## src/logic/hcd_defines.svh

```systemverilog
// hcd_defines.svh: offsets, field positions, reset values and timing counts
// assumes: included by bare name from the hub config register bank files
`ifndef HCD_DEFINES_SVH
`define HCD_DEFINES_SVH

// register offsets on the management port
`define HCD_OFS_CHARGE_CTRL 8'hf2
`define HCD_OFS_STATUS_CMD 8'hf8
// charge port control fields
`define HCD_CHG_RSVD0_BIT 0
`define HCD_CHG_CODE_LSB 1
`define HCD_CHG_CODE_MSB 3
// status and command fields
`define HCD_STS_CFG_BIT 0
`define HCD_STS_SRST_BIT 1
// reset values
`define HCD_CHG_CODE_RST 3'h0
`define HCD_CHG_RSVD0_RST 1'h0
// delay step of the power re-enable time
`define HCD_DELAY_STEP_MS 200
`define HCD_CLK_HZ 100000000
`define HCD_DELAY_STEP_CYC ((`HCD_DELAY_STEP_MS) * ((`HCD_CLK_HZ) / 1000))
// soft reset restore sequence length in cycles
`define HCD_SRST_CYC 4'h4

`endif

```

## src/logic/hcd_pkg.sv

```systemverilog
// hcd_pkg.sv: types shared by the hub config register bank
// assumes: nothing beyond a SystemVerilog compiler
`default_nettype none

package hcd_pkg;
    // power switch sequencer states
    typedef enum logic [1:0] {
        HCD_PWR_ON = 2'b00,
        HCD_PWR_OFF = 2'b01
    } hcd_pwr_state_t;
endpackage

`default_nettype wire

```

## src/logic/hcd_delay_timer.sv

```systemverilog
// hcd_delay_timer.sv: power re-enable delay counter
// assumes: start is a one-cycle pulse; code held stable while counting
`default_nettype none
`include "hcd_defines.svh"

module hcd_delay_timer #(
    parameter int STEP_CYC = `HCD_DELAY_STEP_CYC
) (
    input wire logic clk,
    input wire logic rst_n,
    input wire logic start,
    input wire logic [2:0] code,
    output logic busy,
    output logic done
);
    // ==========================================
    // state
    typedef struct packed {
        logic [31:0] stepCnt; // cycles inside one 200 ms step
        logic [3:0] stepsLeft; // steps still to run
        logic busy;
        logic done;
    } hcd_tmr_t;

    hcd_tmr_t s_q;
    hcd_tmr_t s_d;

    // next state: (code+1) steps of STEP_CYC cycles
    always_comb
    begin
        s_d = s_q;
        s_d.done = 1'b0;
        if (start)
        begin
            s_d.busy = 1'b1;
            s_d.stepsLeft = {1'b0, code} + 4'h1;
            s_d.stepCnt = 32'h0;
        end
        else if (s_q.busy)
        begin
            if (s_q.stepCnt == 32'(STEP_CYC - 1))
            begin
                s_d.stepCnt = 32'h0;
                s_d.stepsLeft = s_q.stepsLeft - 4'h1;
                if (s_q.stepsLeft == 4'h1)
                begin
                    s_d.busy = 1'b0;
                    s_d.done = 1'b1;
                end
            end
            else
            begin
                s_d.stepCnt = s_q.stepCnt + 32'h1;
            end
        end
    end

    // register the state
    always_ff @(posedge clk)
    begin
        if (!rst_n)
            s_q <= '0;
        else
            s_q <= s_d;
    end

    assign busy = s_q.busy;
    assign done = s_q.done;
endmodule // hcd_delay_timer

`default_nettype wire

```

## src/logic/hcd_cfg_regs.sv

```systemverilog
// hcd_cfg_regs.sv: charge delay and device status/command registers
// assumes: byte-wide management port, write and read strobes one cycle,
// straps static, eeprom loader presents one byte with a strobe.
`default_nettype none
`include "hcd_defines.svh"

module hcd_cfg_regs #(
    parameter int STEP_CYC = `HCD_DELAY_STEP_CYC
) (
    input wire logic clk,
    input wire logic rst_n,
    input wire logic [7:0] regAddr, // management port byte address
    input wire logic [7:0] regWdata,
    input wire logic regWrite, // one-cycle write strobe
    input wire logic regRead, // one-cycle read strobe
    output logic [7:0] regRdata, // read data, valid cycle after strobe
    input wire logic eepromLoad, // one-cycle eeprom byte strobe
    input wire logic [7:0] eepromAddr,
    input wire logic [7:0] eepromData,
    input wire logic configModeEnter, // pulse: management mode entered
    input wire logic chargeModeChange, // pulse: charging mode transition
    input wire logic [1:0] portPowerRequest, // hub wants power per port
    input wire logic grouped_power_strap,
    input wire logic full_power_mgmt_strap_n,
    input wire logic power_enable_polarity_strap,
    input wire logic charge_enable_strap_port1,
    input wire logic charge_enable_strap_port2,
    output logic port1_power_switch_enable,
    output logic port2_power_switch_enable,
    output logic [1:0] chargeEnable, // per-port charging support
    output logic upstreamConnectAllow,
    output logic individualPowerMode, // per-port switch control
    output logic softResetBusy
);
    // ==========================================
    // state
    typedef struct packed {
        logic [2:0] power_reenable_delay_code;
        logic custom_charge_mode_enable; // reserved bit 0, kept as stored
        logic serial_iface_soft_reset;
        logic config_in_progress_flag;
        logic [3:0] srstCnt;
        hcd_pkg::hcd_pwr_state_t pwrState;
        logic [7:0] rdata;
        logic [1:0] pwrOut;
        logic [1:0] chg;
        logic connOk;
        logic indiv;
    } hcd_regs_t;

    hcd_regs_t s_q;
    hcd_regs_t s_d;

    logic tmrStart;
    logic tmrBusy;
    logic tmrDone;
    logic [1:0] pwrOn;
    logic srstSet; // host write of one to the soft reset bit this cycle

    // ==========================================
    // read mux helper
    function automatic logic [7:0] readReg(input logic [7:0] a, input hcd_regs_t s);
        logic [7:0] r;
        r = 8'h0;
        if (a == `HCD_OFS_CHARGE_CTRL)
            r = {4'h0, s.power_reenable_delay_code, s.custom_charge_mode_enable};
        else if (a == `HCD_OFS_STATUS_CMD)
            r = {6'h0, s.serial_iface_soft_reset, s.config_in_progress_flag};
        return r;
    endfunction

    // ==========================================
    // delay timer
    hcd_delay_timer #(
        .STEP_CYC(STEP_CYC)
    ) u_timer (
        .clk(clk),
        .rst_n(rst_n),
        .start(tmrStart),
        .code(s_q.power_reenable_delay_code),
        .busy(tmrBusy),
        .done(tmrDone)
    );

    // timer starts on a mode change when custom gap is enabled and the sequencer is in HCD_PWR_ON
    // gap only when enable bit set
    assign tmrStart = chargeModeChange && s_q.custom_charge_mode_enable
        && (s_q.pwrState == hcd_pkg::HCD_PWR_ON);

    // soft reset request seen on the management port
    assign srstSet = regWrite && (regAddr == `HCD_OFS_STATUS_CMD) && regWdata[`HCD_STS_SRST_BIT];

    // grouped power follows any request, else per port
    assign pwrOn = (!grouped_power_strap && !full_power_mgmt_strap_n) ? portPowerRequest
        : {2{|portPowerRequest}};

    // ==========================================
    // next state
    always_comb
    begin
        s_d = s_q;
        s_d.rdata = 8'h0;
        // read data registered one cycle after strobe
        if (regRead)
            s_d.rdata = readReg(regAddr, s_q);
        if (eepromLoad && eepromAddr == `HCD_OFS_CHARGE_CTRL)
        begin
            s_d.power_reenable_delay_code = eepromData[`HCD_CHG_CODE_MSB:`HCD_CHG_CODE_LSB];
            s_d.custom_charge_mode_enable = eepromData[`HCD_CHG_RSVD0_BIT];
        end
        // only writable fields change on host write
        if (regWrite && regAddr == `HCD_OFS_CHARGE_CTRL)
        begin
            s_d.power_reenable_delay_code = regWdata[`HCD_CHG_CODE_MSB:`HCD_CHG_CODE_LSB];
            // host expected to keep default here
            s_d.custom_charge_mode_enable = regWdata[`HCD_CHG_RSVD0_BIT];
        end
        else if (regWrite && regAddr == `HCD_OFS_STATUS_CMD)
        begin
            // write one clears the flag, zero ignored
            if (regWdata[`HCD_STS_CFG_BIT])
                s_d.config_in_progress_flag = 1'b0;
            if (regWdata[`HCD_STS_SRST_BIT])
            begin
                s_d.serial_iface_soft_reset = 1'b1;
                s_d.srstCnt = `HCD_SRST_CYC;
            end
        end
        // entering management mode sets the flag, set wins
        if (configModeEnter)
            s_d.config_in_progress_flag = 1'b1;
        // restore sequence while soft reset pending
        if (s_q.serial_iface_soft_reset)
        begin
            s_d.power_reenable_delay_code = `HCD_CHG_CODE_RST;
            s_d.custom_charge_mode_enable = `HCD_CHG_RSVD0_RST;
            // hardware clears bit when done
            // a fresh set write in the same cycle wins and restarts the count
            if (!srstSet)
            begin
                s_d.srstCnt = s_q.srstCnt - 4'h1;
                if (s_q.srstCnt == 4'h1)
                    s_d.serial_iface_soft_reset = 1'b0;
            end
        end
        // power switch sequencer
        case (s_q.pwrState)
            hcd_pkg::HCD_PWR_ON:
            begin
                if (tmrStart)
                    s_d.pwrState = hcd_pkg::HCD_PWR_OFF;
            end
            hcd_pkg::HCD_PWR_OFF:
            begin
                // (code+1) x 200 ms before re-enable
                if (tmrDone)
                    s_d.pwrState = hcd_pkg::HCD_PWR_ON;
            end
            default:
            begin
                s_d.pwrState = hcd_pkg::HCD_PWR_ON;
            end
        endcase
        // polarity strap low gives active high enables
        if (s_d.pwrState == hcd_pkg::HCD_PWR_OFF || tmrBusy)
            s_d.pwrOut = {2{power_enable_polarity_strap}};
        else
            s_d.pwrOut = power_enable_polarity_strap ? ~pwrOn : pwrOn;
        s_d.chg = {charge_enable_strap_port2, charge_enable_strap_port1};
        // no upstream connect while flag set
        s_d.connOk = !s_d.config_in_progress_flag;
        s_d.indiv = !grouped_power_strap && !full_power_mgmt_strap_n;
    end

    // ==========================================
    // register the state
    always_ff @(posedge clk)
    begin
        if (!rst_n)
        begin
            s_q <= '0;
        end
        else
        begin
            s_q <= s_d;
        end
    end

    // outputs straight from flops
    assign regRdata = s_q.rdata;
    assign port1_power_switch_enable = s_q.pwrOut[0];
    assign port2_power_switch_enable = s_q.pwrOut[1];
    assign chargeEnable = s_q.chg;
    assign upstreamConnectAllow = s_q.connOk;
    assign individualPowerMode = s_q.indiv;
    assign softResetBusy = s_q.serial_iface_soft_reset;
endmodule // hcd_cfg_regs

`default_nettype wire

```

## config.mk

```make
export PLATFORM = sky130hd
export DESIGN_NAME = hcd_cfg_regs
export DESIGN_NICKNAME = d
export VERILOG_FILES = /design/src/logic/hcd_pkg.sv /design/src/logic/hcd_delay_timer.sv /design/src/logic/hcd_cfg_regs.sv
export VERILOG_INCLUDE_DIRS = /design/src /design/src/logic
export SDC_FILE = /design/constraint.sdc
export NUM_CORES = 1
export LEC_CHECK = 0
export BUFFER_PORTS_ARGS = -buffer_cell sky130_fd_sc_hd__clkbuf_2
export CAP_MARGIN = 10
export CORE_UTILIZATION = 30
export DETAILED_ROUTE_END_ITERATION = 10
export PLACE_DENSITY = 0.6
export SETUP_SLACK_MARGIN = 0.5
export SLEW_MARGIN = 5
export SYNTH_ARGS = -nofsm -noshare
export SYNTH_HDL_FRONTEND = slang
export SYNTH_HIERARCHICAL = 1
export SYNTH_SLANG_ARGS = --single-unit
```

## constraint.sdc

```tcl
create_clock -name clk -period 1.8 [get_ports clk]
set_input_delay 0.36 -clock clk [delete_from_list [all_inputs] [get_ports clk]]
set_output_delay 0.36 -clock clk [all_outputs]
set_load 0.02 [all_outputs]
```

==> metrics.csv <==
metric,value,unit
outcome,"finished, violations left",
violations,negative setup slack,
die-area,10500,µm²
clkSlewWorstSetupHoldPaths,0.08,ns
ys_seq_elements,60,
syn_avg_cell_area,8.65,µm²
cts_hold_buf,0,
fp.dieH,102,µm
drt_first_iter_violations,119,
ys_warn_count,6,
grt_pass1_vias,2848,
num-nets-final,509,
cp.depth,6,
grt_start_max_net_pins,22,
port_buffers,48,
yosysUniqueCellTypes,55,
cp_max_fo,7,
total_leakage_power,1.69,nW
regArea,1220,µm²
path_cells,or4_4 > nor4_4 > buf_6 > nand2_1 > o21a_1 > o21a_1,
reg2regPathDepth,6,
drive_above_1_share,39.2,%
grt_pass1_wl,12800,µm
crit_family,simple AND/OR/NAND/NOR gates,
fmaxAchievable,496,MHz
maxCapViolCount,0,
min_period,2.01,ns
start_kind,flip-flop,
grt_overflow_total,0,
setup_viol,32,
setup_tns,-4.81,ns
clockRootBuffer,clkbuf_8,
cp_num_buf_inv,1,
p_per_area,606,nW/µm²
nFillCells,975,
cts_buffers,9,
criticalPathCategory,reg2reg,
synth_top_area_share,39.7,%
crit_arrival,2.25,ns
ir_drop,444,µV
synth_top_cell_by_area,dfxtp_1,
synthCells,350,
async_flop_share,0,%
slew_viol_final,0,
cts_sinks,60,
drc_errors,0,
synth_edf_count,0,
ant_nets,0,
fin_worst_skew,0.00870,ns
initial_core_util,31.0,%
area_growth,41.0,%
hold_viol_final,0,
hp-start,charge_enable_strap_port2,
diodes,0,
design_area,4270,µm²
slowest_delay,0.54,ns
clock_path_buffers,2,
h-tree-depth,3,
worst_skew_pair.late_latency,0.35,ns
final_common_cell,buf_4,
required,2.04,ns
fin_ws,-0.215,ns
netlist_area,3030,µm²
route.vias.total,2895,
ys_seq_area_share,39.7,%
crit_path_frequent_cell,o21a_1,
first_pass_iters,4,
die_w,102,µm
cts_tree,yes,
antenna_found_initial,0,
track_usage,15.9,%
reg2reg_from,u_timer/s_q[14],
rsz0062_at_grt,true,
synth-main-ff-cell,dfxtp_1,
critPathSlowestCell,or4_4,
fin_crit_sh,112,%
hold_path_depth,2,
dp_hpwl,5480,µm
dpl-instance-area,3750,µm²
cp-end-kind,flip-flop,
io_pins,61,
via_per_inst,4.87,
rows,36,
wl_per_cell,12.9,µm
coreArea,9770,µm²
gp_congestion,0.812,
synth_area_leaders,"dfxtp_1 (40%), xnor2_1 (6.7%), nor2_1 (5.5%)",
multiInputGateArea,1860,µm²
holdWs,0.213,ns
rrSetupSlack,-0.21,ns
final_cell_mix,"buf_4 (58), clkbuf_2 (47), dfxtp_1 (45)",
reg2reg_to,u_timer/busy,
wl,7670,µm
hold_end,chargeEnable[1],
hp-class,in2reg,
## cell type report
| class | instances | share of cell area (%) |
|---|---|---|
| inverters | 5 | 0.440 |
| repair buffers | 117 | 19.1 |
| clock buffers | 9 | 2.90 |
| multi-input cells | 264 | 43.6 |
| clock inverters | 7 | 1.35 |
| well taps | 133 | 3.90 |
| flip-flops and latches | 60 | 28.7 |
## layer usage
| metal | up-vias | part of all wire, % | track usage [%] |
|---|---|---|---|
| li1 | 1465 | - | - |
| met1 | 1347 | 44 | 17.7 |
| met2 | 75 | 50 | 27.9 |
| met3 | 8 | 5.4 | 5.20 |
| met4 | 0 | 0.86 | 6.04 |
| met5 | - | 0 | 0 |
## synthesized netlist by cell type (2+ instances only)
cell type and instances:
dfxtp_1 60, a21oi_1 12, xnor2_1 23, o31ai_1 2, nand2b_1 3, nor2_1 44
nor4b_1 4, nor2b_1 3, xor2_1 8, ha_1 6, nor3_1 16, nand4b_1 3
buf_2 5, a22o_1 2, and4_1 7, o211a_1 2, o21a_1 2, and3_1 2
nand4_1 18, a211oi_1 4, o21ai_0 4, a31oi_1 2, mux2i_1 8, clkbuf_1 6
and2_1 7, nand3_1 18, nor4_1 9, inv_1 5, nand2_1 26, or4b_2 2
or4_1 3, buf_4 11
## cell families after synthesis
kind of cell | share of synthesized area [%]
other | 0.124
AO/OA/AOI/OAI | 7.61
XOR/XNOR | 8.97
flip-flops | 39.7
buffers and inverters | 5.58
adder cells (fa/ha/maj) | 2.48
multiplexers | 3.02
AND/OR/NAND/NOR | 32.5
## state kept, by name, summed over array words and instances, names as in the netlist
signal	count
u_timer/s_q	36
s_q	11
regRdata	4
chargeEnable	2
individualPowerMode	1
port1_power_switch_enable	1
port2_power_switch_enable	1
softResetBusy	1
u_timer/busy	1
u_timer/done	1
upstreamConnectAllow	1
## worst max-delay path by stage
stage	from	to	slack, ns
after floorplan	u_timer/s_q[20]	u_timer/s_q[3]	-0.12
after global placement	u_timer/s_q[34]	u_timer/s_q[3]	-0.18
after detailed placement	u_timer/s_q[34]	u_timer/s_q[3]	-0.20
after CTS	u_timer/s_q[14]	u_timer/s_q[3]	-0.20
after global routing	u_timer/s_q[14]	u_timer/s_q[3]	-0.27
final	u_timer/s_q[14]	u_timer/busy	-0.21
## metrics by stage
| step | utilization (%) | instances | power [mW] | worst slack (ns) |
|---|---|---|---|---|
| 3_5_place_dp | 38.4 | 559 | 1.50 | -0.205 |
| 4_1_cts | 42.6 | 587 | 2.63 | -0.202 |
| 2_1_floorplan | - | 354 | 1.44 | -0.119 |
| 3_3_place_gp | 38.4 | 559 | 1.49 | -0.177 |
| 5_1_grt | 43.7 | 595 | 2.70 | -0.274 |
| 6_report | 43.7 | 595 | 2.59 | -0.215 |
## power by group
group | switching [mW] | total (mW) | internal [mW]
Clock | 0.605 | 1.12 | 0.517
Combinational | 0.0698 | 0.128 | 0.0578
Sequential | 0.00418 | 1.34 | 1.33
## timing repair
action	4_1_cts	5_1_grt
pin swaps	19	14
buffers inserted	12	8
resized for setup	39	11
endpoints found under the setup margin	39	43
endpoints found under the hold margin	0	0
Note: power is estimated with default switching activity, not from simulation.
